**src/core/pcm_pkg.sv**
```systemverilog
package pcm_pkg;

   // Register offsets on the serial port
   localparam logic [7:0] CFG_LO_OFS  = 8'h05;
   localparam logic [7:0] MASK_HI_OFS = 8'h06;
   localparam logic [7:0] MASK_LO_OFS = 8'h07;

   // Channel counts
   localparam int LO_CH = 4;
   localparam int HI_CH = 6;
   localparam int ALL_CH = 10;

   // Values after reset, and the value read at unmapped offsets
   localparam logic [3:0] CFG_LO_RST  = 4'h0;
   localparam logic [5:0] MASK_HI_RST = 6'h00;
   localparam logic [3:0] MASK_LO_RST = 4'h0;
   localparam logic [7:0] UNMAPPED_RD = 8'h00;

   // Serial target address, arbitrary value
   localparam logic [6:0] DEV_ADDR = 7'h2c;

   // Bits per serial byte
   localparam logic [3:0] BYTE_BITS = 4'h8;

   // Reset value of the arm shift register; pin change detection is armed 3 cycles after reset
   localparam logic [2:0] ARM_RST = 3'h0;

   typedef enum {
      ST_IDLE,
      ST_ADDR,
      ST_ADDR_ACK,
      ST_WBYTE,
      ST_WACK,
      ST_RDATA,
      ST_RACK
   } pcm_i2c_st_t;

endpackage

```
**src/core/pcm_i2c_target.sv**
```systemverilog
`timescale 1ns/10ps
module pcm_i2c_target (
   // Clock and reset
   input  wire logic       clk,
   input  wire logic       rst_n,
   // Serial pins
   input  wire logic       scl_in,
   input  wire logic       sda_in,
   output logic            sda_oe_n,
   // Register side
   output logic [7:0]      wr_addr,
   output logic [7:0]      wr_data,
   output logic            wr_en,
   output logic [7:0]      rd_addr,
   input  wire logic [7:0] rd_data
);

   logic                scl_s1_r, scl_s2_r, scl_d_r;
   logic                sda_s1_r, sda_s2_r, sda_d_r;
   pcm_pkg::pcm_i2c_st_t st_r, st_nxt;
   logic [7:0]          sh_r, sh_nxt;
   logic [3:0]          cnt_r, cnt_nxt;
   logic [7:0]          ptr_r, ptr_nxt;
   logic [7:0]          wa_r, wa_nxt;
   logic [7:0]          wd_r, wd_nxt;
   logic                rw_r, rw_nxt;
   logic                first_r, first_nxt;
   logic                drv_r, drv_nxt;
   logic                ack_r, ack_nxt;
   logic                wr_r, wr_nxt;
   logic                scl_rise, scl_fall, start_c, stop_c;

   // Two-stage synchronisers, then one delay stage for edges
   always_ff @(posedge clk or negedge rst_n) begin
      if (!rst_n) begin
         scl_s1_r <= 1'b1;
         scl_s2_r <= 1'b1;
         scl_d_r  <= 1'b1;
         sda_s1_r <= 1'b1;
         sda_s2_r <= 1'b1;
         sda_d_r  <= 1'b1;
      end else begin
         scl_s1_r <= scl_in;
         scl_s2_r <= scl_s1_r;
         scl_d_r  <= scl_s2_r;
         sda_s1_r <= sda_in;
         sda_s2_r <= sda_s1_r;
         sda_d_r  <= sda_s2_r;
      end
   end

   assign scl_rise = scl_s2_r & ~scl_d_r;
   assign scl_fall = ~scl_s2_r & scl_d_r;
   assign start_c  = scl_s2_r & scl_d_r & sda_d_r & ~sda_s2_r;
   assign stop_c   = scl_s2_r & scl_d_r & ~sda_d_r & sda_s2_r;

   always_comb begin
      st_nxt    = st_r;
      sh_nxt    = sh_r;
      cnt_nxt   = cnt_r;
      ptr_nxt   = ptr_r;
      wa_nxt    = wa_r;
      wd_nxt    = wd_r;
      rw_nxt    = rw_r;
      first_nxt = first_r;
      drv_nxt   = drv_r;
      ack_nxt   = ack_r;
      wr_nxt    = 1'b0;
      if (start_c) begin
         st_nxt  = pcm_pkg::ST_ADDR;
         cnt_nxt = 4'h0;
         drv_nxt = 1'b0;
      end else if (stop_c) begin
         st_nxt  = pcm_pkg::ST_IDLE;
         drv_nxt = 1'b0;
      end else begin
         case (st_r)
            pcm_pkg::ST_ADDR: begin
               if (scl_rise) begin
                  sh_nxt  = {sh_r[6:0], sda_s2_r};
                  cnt_nxt = cnt_r + 4'h1;
               end else if (scl_fall && cnt_r == pcm_pkg::BYTE_BITS) begin
                  cnt_nxt = 4'h0;
                  if (sh_r[7:1] == pcm_pkg::DEV_ADDR) begin
                     drv_nxt = 1'b1;
                     rw_nxt  = sh_r[0];
                     st_nxt  = pcm_pkg::ST_ADDR_ACK;
                  end else begin
                     st_nxt = pcm_pkg::ST_IDLE;
                  end
               end
            end
            pcm_pkg::ST_ADDR_ACK: begin
               if (scl_fall) begin
                  if (rw_r) begin
                     sh_nxt  = rd_data;
                     drv_nxt = ~rd_data[7];
                     ptr_nxt = ptr_r + 8'h01;
                     st_nxt  = pcm_pkg::ST_RDATA;
                  end else begin
                     drv_nxt   = 1'b0;
                     first_nxt = 1'b1;
                     st_nxt    = pcm_pkg::ST_WBYTE;
                  end
               end
            end
            pcm_pkg::ST_WBYTE: begin
               if (scl_rise) begin
                  sh_nxt  = {sh_r[6:0], sda_s2_r};
                  cnt_nxt = cnt_r + 4'h1;
               end else if (scl_fall && cnt_r == pcm_pkg::BYTE_BITS) begin
                  drv_nxt = 1'b1;
                  cnt_nxt = 4'h0;
                  st_nxt  = pcm_pkg::ST_WACK;
                  if (first_r) begin
                     ptr_nxt   = sh_r;
                     first_nxt = 1'b0;
                  end else begin
                     wr_nxt  = 1'b1;
                     wa_nxt  = ptr_r;
                     wd_nxt  = sh_r;
                     ptr_nxt = ptr_r + 8'h01;
                  end
               end
            end
            pcm_pkg::ST_WACK: begin
               if (scl_fall) begin
                  drv_nxt = 1'b0;
                  st_nxt  = pcm_pkg::ST_WBYTE;
               end
            end
            pcm_pkg::ST_RDATA: begin
               if (scl_rise) begin
                  cnt_nxt = cnt_r + 4'h1;
               end else if (scl_fall) begin
                  if (cnt_r == pcm_pkg::BYTE_BITS) begin
                     drv_nxt = 1'b0;
                     cnt_nxt = 4'h0;
                     st_nxt  = pcm_pkg::ST_RACK;
                  end else begin
                     sh_nxt  = {sh_r[6:0], 1'b0};
                     drv_nxt = ~sh_r[6];
                  end
               end
            end
            pcm_pkg::ST_RACK: begin
               if (scl_rise) begin
                  ack_nxt = ~sda_s2_r;
               end else if (scl_fall) begin
                  if (ack_r) begin
                     sh_nxt  = rd_data;
                     drv_nxt = ~rd_data[7];
                     ptr_nxt = ptr_r + 8'h01;
                     st_nxt  = pcm_pkg::ST_RDATA;
                  end else begin
                     st_nxt = pcm_pkg::ST_IDLE;
                  end
               end
            end
            default: begin
               st_nxt = pcm_pkg::ST_IDLE;
            end
         endcase
      end
   end

   always_ff @(posedge clk or negedge rst_n) begin
      if (!rst_n) begin
         st_r    <= pcm_pkg::ST_IDLE;
         sh_r    <= 8'h00;
         cnt_r   <= 4'h0;
         ptr_r   <= 8'h00;
         wa_r    <= 8'h00;
         wd_r    <= 8'h00;
         rw_r    <= 1'b0;
         first_r <= 1'b0;
         drv_r   <= 1'b0;
         ack_r   <= 1'b0;
         wr_r    <= 1'b0;
      end else begin
         st_r    <= st_nxt;
         sh_r    <= sh_nxt;
         cnt_r   <= cnt_nxt;
         ptr_r   <= ptr_nxt;
         wa_r    <= wa_nxt;
         wd_r    <= wd_nxt;
         rw_r    <= rw_nxt;
         first_r <= first_nxt;
         drv_r   <= drv_nxt;
         ack_r   <= ack_nxt;
         wr_r    <= wr_nxt;
      end
   end

   assign sda_oe_n = ~drv_r;
   assign wr_addr  = wa_r;
   assign wr_data  = wd_r;
   assign wr_en    = wr_r;
   assign rd_addr  = ptr_r;

endmodule // pcm_i2c_target

```
**src/core/pcm_pin_cfg_mask_regs.sv**
```systemverilog
`timescale 1ns/10ps
module pcm_pin_cfg_mask_regs (
   // Clock and reset
   input  wire logic        CORE_CLK,
   input  wire logic        RST_N,
   // Serial register port
   input  wire logic        SCL_IN,
   input  wire logic        SDA_IN,
   output logic             SDA_OUT,
   output logic             SDA_OE_N,
   // Channel settings held elsewhere
   input  wire logic [3:0]  FUNCTION_SELECT_BIT,
   input  wire logic [3:0]  BREATHING_ENABLE_BIT,
   input  wire logic [3:0]  PIN_DRIVE_LEVEL_BIT,
   input  wire logic [5:0]  HI_GPIO_INPUT,
   input  wire logic        CHANGE_ACK,
   // Channel pins
   input  wire logic [9:0]  CHANNEL_PIN_IN,
   output logic [3:0]       CHANNEL_PIN_OUT,
   output logic [3:0]       CHANNEL_PIN_OE_N,
   output logic [9:0]       CHANNEL_LEVEL,
   // Breathing control
   output logic [3:0]       PERIODIC_FLASH_STYLE,
   output logic [3:0]       RAMP_FADE_STYLE,
   output logic [3:0]       FADE_ON,
   output logic [3:0]       FADE_OFF,
   // Interrupt
   output logic             INTERRUPT_OUTPUT_PIN_N
);

   logic [7:0] wr_addr, wr_data, rd_addr, rd_data;
   logic       wr_en;
   logic [3:0] cfg_r, cfg_nxt;
   logic [5:0] mhi_r, mhi_nxt;
   logic [3:0] mlo_r, mlo_nxt;
   logic [9:0] pin_s1_r, pin_s2_r, pin_d_r;
   logic [2:0] arm_r;
   logic [9:0] pend_r, pend_nxt;
   logic [3:0] drv_d_r;
   logic [3:0] oe_n_r, oe_n_nxt, out_r, flash_r, flash_nxt, ramp_r, ramp_nxt;
   logic [3:0] fon_r, fon_nxt, foff_r, foff_nxt;
   logic       int_n_r, int_n_nxt;
   logic [3:0] lo_in, lo_out, lo_flash, lo_ramp;
   logic [9:0] chg, irq_en;
   logic       first_r;

   pcm_i2c_target u_i2c (
      .clk      (CORE_CLK),
      .rst_n    (RST_N),
      .scl_in   (SCL_IN),
      .sda_in   (SDA_IN),
      .sda_oe_n (SDA_OE_N),
      .wr_addr  (wr_addr),
      .wr_data  (wr_data),
      .wr_en    (wr_en),
      .rd_addr  (rd_addr),
      .rd_data  (rd_data)
   );

   assign SDA_OUT = 1'b0;

   // Per-channel function decode
   genvar g;
   generate
      for (g = 0; g < pcm_pkg::LO_CH; g++) begin : g_lo
         assign lo_in[g]    = FUNCTION_SELECT_BIT[g] & cfg_r[g];
         assign lo_out[g]   = FUNCTION_SELECT_BIT[g] & ~cfg_r[g];
         assign lo_flash[g] = ~FUNCTION_SELECT_BIT[g] & BREATHING_ENABLE_BIT[g]
                              & cfg_r[g];
         assign lo_ramp[g]  = ~FUNCTION_SELECT_BIT[g] & BREATHING_ENABLE_BIT[g]
                              & ~cfg_r[g];
      end
   endgenerate

   // Register writes and readback
   always_comb begin
      cfg_nxt = cfg_r;
      mhi_nxt = mhi_r;
      mlo_nxt = mlo_r;
      if (wr_en) begin
         case (wr_addr)
            pcm_pkg::CFG_LO_OFS:  cfg_nxt = wr_data[3:0];
            pcm_pkg::MASK_HI_OFS: mhi_nxt = wr_data[5:0];
            pcm_pkg::MASK_LO_OFS: mlo_nxt = wr_data[3:0];
            default: ;
         endcase
      end
   end

   always_comb begin
      case (rd_addr)
         pcm_pkg::CFG_LO_OFS:  rd_data = {4'h0, cfg_r};
         pcm_pkg::MASK_HI_OFS: rd_data = {2'h0, mhi_r};
         pcm_pkg::MASK_LO_OFS: rd_data = {4'h0, mlo_r};
         default:              rd_data = pcm_pkg::UNMAPPED_RD;
      endcase
   end

   always_ff @(posedge CORE_CLK or negedge RST_N) begin
      if (!RST_N) begin
         cfg_r <= pcm_pkg::CFG_LO_RST;
         mhi_r <= pcm_pkg::MASK_HI_RST;
         mlo_r <= pcm_pkg::MASK_LO_RST;
      end else begin
         cfg_r <= cfg_nxt;
         mhi_r <= mhi_nxt;
         mlo_r <= mlo_nxt;
      end
   end

   // Pin synchronisers and change detection
   always_ff @(posedge CORE_CLK or negedge RST_N) begin
      if (!RST_N) begin
         pin_s1_r <= 10'h000;
         pin_s2_r <= 10'h000;
         pin_d_r  <= 10'h000;
         arm_r    <= pcm_pkg::ARM_RST;
         first_r  <= 1'b1;
      end else begin
         pin_s1_r <= CHANNEL_PIN_IN;
         pin_s2_r <= pin_s1_r;
         pin_d_r  <= pin_s2_r;
         arm_r    <= {arm_r[1:0], 1'b1};
         first_r  <= 1'b0;
      end
   end

   // No change is seen until the sync chain has filled
   assign chg    = arm_r[2] ? (pin_s2_r ^ pin_d_r) : 10'h000;
   assign irq_en = {HI_GPIO_INPUT & ~mhi_r, lo_in & ~mlo_r};

   // Channel outputs, breathing triggers, interrupt
   always_comb begin
      oe_n_nxt  = ~lo_out;
      flash_nxt = lo_flash;
      ramp_nxt  = lo_ramp;
      fon_nxt   = lo_ramp & PIN_DRIVE_LEVEL_BIT & ~drv_d_r;
      foff_nxt  = lo_ramp & ~PIN_DRIVE_LEVEL_BIT & drv_d_r;
      // A new change wins over an acknowledge in the same cycle
      pend_nxt  = (pend_r & ~{pcm_pkg::ALL_CH{CHANGE_ACK}}) | (chg & irq_en);
      int_n_nxt = ~(|pend_r);
   end

   always_ff @(posedge CORE_CLK or negedge RST_N) begin
      if (!RST_N) begin
         oe_n_r  <= 4'hf;
         out_r   <= 4'h0;
         flash_r <= 4'h0;
         ramp_r  <= 4'h0;
         fon_r   <= 4'h0;
         foff_r  <= 4'h0;
         drv_d_r <= 4'h0;
         pend_r  <= 10'h000;
         int_n_r <= 1'b1;
      end else begin
         oe_n_r  <= oe_n_nxt;
         out_r   <= PIN_DRIVE_LEVEL_BIT;
         flash_r <= flash_nxt;
         ramp_r  <= ramp_nxt;
         fon_r   <= fon_nxt;
         foff_r  <= foff_nxt;
         drv_d_r <= PIN_DRIVE_LEVEL_BIT;
         pend_r  <= pend_nxt;
         int_n_r <= int_n_nxt;
      end
   end

   assign CHANNEL_PIN_OUT        = out_r;
   assign CHANNEL_PIN_OE_N       = oe_n_r;
   assign CHANNEL_LEVEL          = pin_s2_r;
   assign PERIODIC_FLASH_STYLE   = flash_r;
   assign RAMP_FADE_STYLE        = ramp_r;
   assign FADE_ON                = fon_r;
   assign FADE_OFF               = foff_r;
   assign INTERRUPT_OUTPUT_PIN_N = int_n_r;

   property p_dir_out;
      @(posedge CORE_CLK) disable iff (!RST_N)
      (FUNCTION_SELECT_BIT[0] && !cfg_r[0]) |=> !CHANNEL_PIN_OE_N[0];
   endproperty
   a_dir_out: assert property (p_dir_out) else $error("output channel not driven");

   property p_dir_in;
      @(posedge CORE_CLK) disable iff (!RST_N)
      (FUNCTION_SELECT_BIT[3] && cfg_r[3]) |=> CHANNEL_PIN_OE_N[3];
   endproperty
   a_dir_in: assert property (p_dir_in) else $error("input channel driven");

   property p_flash;
      @(posedge CORE_CLK) disable iff (!RST_N)
      (!FUNCTION_SELECT_BIT[1] && BREATHING_ENABLE_BIT[1])
         |=> (PERIODIC_FLASH_STYLE[1] == $past(cfg_r[1])) && (RAMP_FADE_STYLE[1] != $past(cfg_r[1]));
   endproperty
   a_flash: assert property (p_flash) else $error("breathing style wrong");

   property p_cfg_reset;
      @(posedge CORE_CLK) disable iff (!RST_N)
      first_r |-> (rd_data == 8'h00 || rd_addr != pcm_pkg::CFG_LO_OFS) && cfg_r == 4'h0;
   endproperty
   a_cfg_reset: assert property (p_cfg_reset) else $error("config not zero after reset");

   property p_mask_hi;
      @(posedge CORE_CLK) disable iff (!RST_N)
      (wr_en && wr_addr == pcm_pkg::MASK_HI_OFS) |=> mhi_r == $past(wr_data[5:0]);
   endproperty
   a_mask_hi: assert property (p_mask_hi) else $error("high mask write lost");

   property p_mask_lo;
      @(posedge CORE_CLK) disable iff (!RST_N)
      (wr_en && wr_addr == pcm_pkg::MASK_LO_OFS) |=> mlo_r == $past(wr_data[3:0]);
   endproperty
   a_mask_lo: assert property (p_mask_lo) else $error("low mask write lost");

   property p_cfg_read;
      @(posedge CORE_CLK) disable iff (!RST_N)
      (rd_addr == pcm_pkg::CFG_LO_OFS) |-> rd_data == {4'h0, cfg_r};
   endproperty
   a_cfg_read: assert property (p_cfg_read) else $error("config readback wrong");

   property p_fade_on;
      @(posedge CORE_CLK) disable iff (!RST_N)
      (lo_ramp[2] && $rose(PIN_DRIVE_LEVEL_BIT[2])) |=> FADE_ON[2] ##1 !FADE_ON[2];
   endproperty
   a_fade_on: assert property (p_fade_on) else $error("fade-on not pulsed");

   property p_irq_masked;
      @(posedge CORE_CLK) disable iff (!RST_N)
      (pend_r == 10'h000 && (chg & irq_en) == 10'h000) |=> pend_r == 10'h000;
   endproperty
   a_irq_masked: assert property (p_irq_masked) else $error("masked change raised irq");

   property p_irq_raise;
      @(posedge CORE_CLK) disable iff (!RST_N)
      (|(chg & irq_en)) |=> ##1 !INTERRUPT_OUTPUT_PIN_N;
   endproperty
   a_irq_raise: assert property (p_irq_raise) else $error("enabled change missed");

endmodule // pcm_pin_cfg_mask_regs

```
**config.mk**
```make
export PLATFORM = sky130hd
export DESIGN_NAME = pcm_pin_cfg_mask_regs
export DESIGN_NICKNAME = d
export VERILOG_FILES = /design/src/core/pcm_pkg.sv /design/src/core/pcm_i2c_target.sv /design/src/core/pcm_pin_cfg_mask_regs.sv
export SDC_FILE = /design/constraint.sdc
export NUM_CORES = 1
export LEC_CHECK = 0
export BUFFER_PORTS_ARGS = -buffer_cell sky130_fd_sc_hd__buf_2
export CAP_MARGIN = 10
export CELL_PAD_IN_SITES_DETAIL_PLACEMENT = 1
export CELL_PAD_IN_SITES_GLOBAL_PLACEMENT = 1
export CORE_MARGIN = 2
export CORE_UTILIZATION = 50
export DETAILED_ROUTE_END_ITERATION = 8
export PLACE_DENSITY_LB_ADDON = 0.15
export RECOVER_POWER = 100
export SLEW_MARGIN = 10
export SYNTH_ARGS = -nofsm -noshare
export SYNTH_HDL_FRONTEND = slang
export SYNTH_SLANG_ARGS = --single-unit
```
**constraint.sdc**
```tcl
create_clock -name CORE_CLK -period 6.1 [get_ports CORE_CLK]
set_input_delay 0.305 -clock CORE_CLK [delete_from_list [all_inputs] [get_ports CORE_CLK]]
set_output_delay 0.305 -clock CORE_CLK [all_outputs]
set_load 0.02 [all_outputs]
```
Word-level counts from Yosys, hierarchy flattened
Cells that the tools add are included.
- add/subtract/negate cells: 2
- multipliers: 0
- divide/modulo/power cells: 0
- $lt $le $gt $ge: 0
- equal/unequal tests: 43
- shift-type cells: 0
- multiplexer cells: 74
- bitwise logic cells: 63
- reductions and logical operators: 20
- operators by type and width (kind ; count):
    $mux 32 ; 13
    $pmux 32 s6 ; 1
    $mux 8 ; 17
    $eq 32x3->1 const B ; 3
    $eq 32x2->1 const B ; 2
    $eq 8x3->1 const B ; 6
    $ne 4x1->1 const B ; 12
    $eq 32x1->1 const B ; 1
    $pmux 8 s4 ; 1
    $mux 4 ; 7
    $and 1x1->1 ; 27
    $mux 1 ; 26
    $pmux 8 s3 ; 1
    $and 10x10->10 ; 2
    $and 4x4->4 ; 5
    $not 1->1 ; 19
    $pmux 6 s3 ; 1
    $ne 2x1->1 const B ; 8
    $ne 4x4->1 const B ; 4
    $not 4->4 ; 4
    $reduce_and 13->1 ; 1
    $reduce_and 12->1 ; 1
    $reduce_and 6->1 ; 2
    $reduce_and 11->1 ; 1
    other kinds (29) ; 37
- bits in registers: 159
- latch bits: 0
- bits in writable memories: 0
- ROM bits: 0
- input bits: 33
- output and inout port bits: 37
- word-level logic and storage cells: 234
- memories: 0

Logic depth before layout (Yosys ltp)
- depth after elaboration: 8
- depth in mapped cells: 10
- depth with buffers taken out: 7

Cells and area by module
Synthesis repeated with hierarchy kept, for this count alone.
- cells, all modules: 447
- area, all modules: 5620.4 µm²
- modules (own cells, without submodules) (module ; times used ; cells each ; area an instance (µm²) ; sequential area each (µm²)):
    pcm_pin_cfg_mask_regs ; 1 ; 192 ; 2877.8 ; 2058.2
    pcm_i2c_target ; 1 ; 255 ; 2742.6 ; 1258.7

Worst setup path before layout
Ideal clock, no wire load.
- kind: flip-flop to flip-flop
- from: register u_i2c.scl_d_r
- to: register u_i2c.wa_r[5] (netlist: u_i2c.wr_addr[5])
- setup time: 0.125 ns
- arrival time: 2.011 ns
- required time: 5.975 ns
- setup slack: 3.964 ns
- cell stages (with the launch flop): 8
- buffers on the path: 2
- period minus slack after synthesis: 2.136 ns
- cell sequence: dfstp_2 > ha_1 > clkbuf_2 > and2b_1 > nand2_1 > nor4b_4 > buf_6 > mux2_2
- longest elaborated chain between the ends: 5
- RTL lines (what ; line ; source):
    from (decl) ; pcm_i2c_target.sv:18 ; logic scl_s1_r, scl_s2_r, scl_d_r;
    from (signal assigned) ; pcm_i2c_target.sv:45 ; scl_d_r <= scl_s2_r;
    $and 1x1->1 ; pcm_i2c_target.sv:54, pcm_i2c_target.sv:55 ;
    $and 1x1->1, on equally long branches (2 in series) ; pcm_i2c_target.sv:54, pcm_i2c_target.sv:55 ;
    $not 1->1 (no source line) ; - ;
    $reduce_and 6->1 (no source line) (*) ; - ;
    to (signal assigned) ; pcm_i2c_target.sv:185 ; wa_r <= wa_nxt;
    to (decl) ; pcm_i2c_target.sv:24 ; logic [7:0] wa_r, wa_nxt;
Every way passes the cells marked *; elsewhere a longest branch is shown, timed or not.
A chain may end at the register's enable or synchronous reset.

==> results.md <==
- CTS tree: done
- Count leader, synth: dfrtp_1
- Most used flip-flop cell after synthesis: dfrtp_1
- Fill cells: 1075
- Slowest-stage cell, CP: clkbuf_1
- Diodes inserted: 0
- Seq cells post-synth: 130
- VDD IR max: 227 µV
- Layout cell share with drive strength beyond 1: 0.185
- Critical Path Start Type: primary input
- Arrival time worst endpoint: 3550 ps
- Post-route minimum period: 3480 ps
- Mapped Avg Cell Area: about 12 µm²
- Fmax: 287 MHz
- Failing checks: max-capacitance violations, max-slew violations
- Num CTS Buffers: 17
- CTS HTree Levels: 4
- Rel. slew slack: -0.732
- Post-synth cell types: 60
- Clock Skew: approximately 6.4 ps
- Largest area contributor in the netlist: dfrtp_1
- Final Max Slew Viols: 67
- Most frequent cells after synthesis: 119 x dfrtp_1, 40 x nand2_1, 31 x mux2_2, 28 x inv_1, 24 x a21oi_1
- Ranking of synthesized cells by area: dfrtp_1 55%, mux2_2 6.5%, dfstp_2 5.4%, nand2_1 2.8%, ha_1 2.3%
- Post-synth EDFFs: 0
- Buf/Inv on CP: 3
- Setup TNS: 0 ps
- CP delay by family, top: buffers and inverters
- Share of the synthesized area in the top cell type: 0.551
- Io pins: 70
- Residual DRC: 0
- Gpl congestion: 0.848
- Final Hold Viols: 0
- Drt first-iter violations: 289
- Final setup viols: 0
- First-pass GRT wire length: 22.4 mm
- Outcome: finished with violations
- Dpl cell area: between 5000 and 6000 µm²
- Total GRT Usage: 0.256
- Final nets: 580
- Area of the mapped netlist: 5400 µm²
- Crit Path Category: primary input to asynchronous set/reset pin
- WL/cell: between 15 and 20 µm
- Critical Path Sink Type: asynchronous set/reset pin
- Syn_nets: 487
- Synth warn: 0
- Lkg Pwr: 0.00298 µW
- Die height: 108 µm
- Vias: ~4000
- Final WL: 13.4 mm
- Worst Path Required: 6180 ps
- Dpl ws: 3280 ps
- Number of global-route vias before repair: 4329
- Final Hold Slack: 44.3 ps
- CP cell instances: dlygate4sd3_1 > buf_4 > clkbuf_1
- Clock Latency Late Sink: 530 ps
- Clock root cell: clkbuf_8
- Total iterations of the first detailed-routing run: 7
- Rows: 37
- Hold Path Class: primary input to register
- Final non-filler cell area: 6560 µm²
- Power Dens Cells: 396 nW/µm²
- Largest net degree at the start of global routing: 83
- Core area: 10400 µm²
- Final antenna-violating net count: 0
- Hpwl dp: 8.55 mm
- P&R area growth vs syn: 21.4%
- Crit-path max FO: 82
- Initial antenna violation count: 0
- Max-cap viol count: 2
- Sequential area share after synthesis: 0.605
- Post-CTS Resized: 0
- Slew of the pin with the lowest slew margin: 2600 ps
- Final worst-path setup slack: 2620 ps
- Synth Instances: about 440
- Clk pin slew, worst setup/hold paths: approximately 60 ps
- Fin crit share: 0.570
- Die ar.: 11600 µm²
- Port bufs: 68
- Drt via density: 5.68
- FFs w/ async S/R, synth: 1.00
- Clk sinks: 130
- Maximum clock insertion buffer count: 2
- Highest cell delay on the worst timing path: about 1900 ps
- RSZ-0062 raised after global routing: no
- Initial core utilization: 0.518
- DIE WIDTH: roughly 110 µm
- GRT overflow: 0
==> where the power goes <==
| part | leakage, µW | internal, µW | total, µW | switching, µW |
|---|---|---|---|---|
| clock network | 0.000277 | 600 | 998 | 398 |
| registers | 0.00165 | 953 | 1100 | 145 |
| logic | 0.00105 | 190 | 498 | 307 |
==> cell families after synthesis <==
kind of cell,count (synthesis),synth area share
fa+ha+maj,10,0.0232
buf+inv,44,0.0341
mux,33,0.0683
other cells,2,0.00139
xor+xnor,12,0.0195
flops,130,0.605
compound gates,87,0.106
simple gates,126,0.142
==> flip-flops by register name (all words and copies together), names as in the netlist, 3 cells and up <==
signal and cells:
CHANNEL_LEVEL 10, CHANNEL_PIN_OE_N 4, CHANNEL_PIN_OUT 4, FADE_OFF 4
FADE_ON 4, PERIODIC_FLASH_STYLE 4, RAMP_FADE_STYLE 4, arm_r 3
cfg_r 4, mhi_r 6, mlo_r 4, pend_r 10
pin_d_r 10, pin_s1_r 10, u_i2c.cnt_r 4, u_i2c.rd_addr 8
u_i2c.sh_r 8, u_i2c.st_r 3, u_i2c.wr_addr 8, u_i2c.wr_data 6
==> stage by stage <==
| step | total power, µW | utilization | std cells |
|---|---|---|---|
| floorplan | 1420 | - | 444 |
| global placement | 1560 | 0.561 | 633 |
| CTS | 2610 | 0.637 | 686 |
| global route | 2730 | 0.629 | 686 |
| finish | 2590 | 0.629 | 686 |
| detailed placement | 1590 | 0.561 | 633 |
==> per-layer routing <==
metal	up-vias	track usage	wire length, µm
met5	-	0	0
met4	0	0.114	271
met3	23	0.0502	507
met2	90	0.432	6890
met1	2007	0.322	5770
li1	1778	-	-
==> path summary, 6_finish.rpt <==
check / startpoint / slack (ps) / to / cells after the start
min in group asynchronous: RST_N / 490 / RAMP_FADE_STYLE[3]$_DFF_PN0_ / 2
worst min-delay path: HI_GPIO_INPUT[5] / 40 / pend_r[9]$_DFF_PN0_ / 3
worst max-delay path: RST_N / 2620 / pend_r[1]$_DFF_PN0_ / 3
worst min register to register: pin_s1_r[7]$_DFF_PN0_ / 350 / CHANNEL_LEVEL[7]$_DFF_PN0_ / 0
worst max register to register: u_i2c.scl_s2_r$_DFF_PN1_ / 3170 / u_i2c.sh_r[7]$_DFFE_PN0P_ / 5
max in group CORE_CLK: u_i2c.scl_s2_r$_DFF_PN1_ / 3170 / u_i2c.sh_r[7]$_DFFE_PN0P_ / 5
==> timing repair <==
action,in CTS,in global routing
hold buffers,21,0
hold endpoints to repair,65,0
buffers inserted,0,0
==> worst register-to-register path, stage by stage (launching register included) <==
cell and delay [ps]:
dfstp_1 580, ha_1 400, nand2b_1 220, nor4_1 70, o21ai_0 1200, o21ai_0 280
==> layout by cell type (no fill, tap or decap), types with 8 or more instances in the layout <==
cell type and n:
inv_1 28, dlygate4sd3_1 21, buf_2 24, ha_1 10, dfrtp_1 119, clkbuf_16 16, nand2_1 40, mux2_2 31
clkbuf_1 45, nand3_1 9, nor3b_1 9, dfstp_2 8, nand2b_1 8, a21oi_1 24, xnor2_1 10, o21ai_0 21
==> cell type report <==
class,count,area (µm²),area share
Sequential cell,130,3270,0.498
Multi-Input combinational cell,270,1930,0.294
Timing Repair Buffer,90,503,0.0767
Clock buffer,19,432,0.0659
Tap cell,136,170,0.0260
Clock inverter,13,151,0.0231
Inverter,28,105,0.0160
No activity file was read; power rests on OpenSTA's default activity.
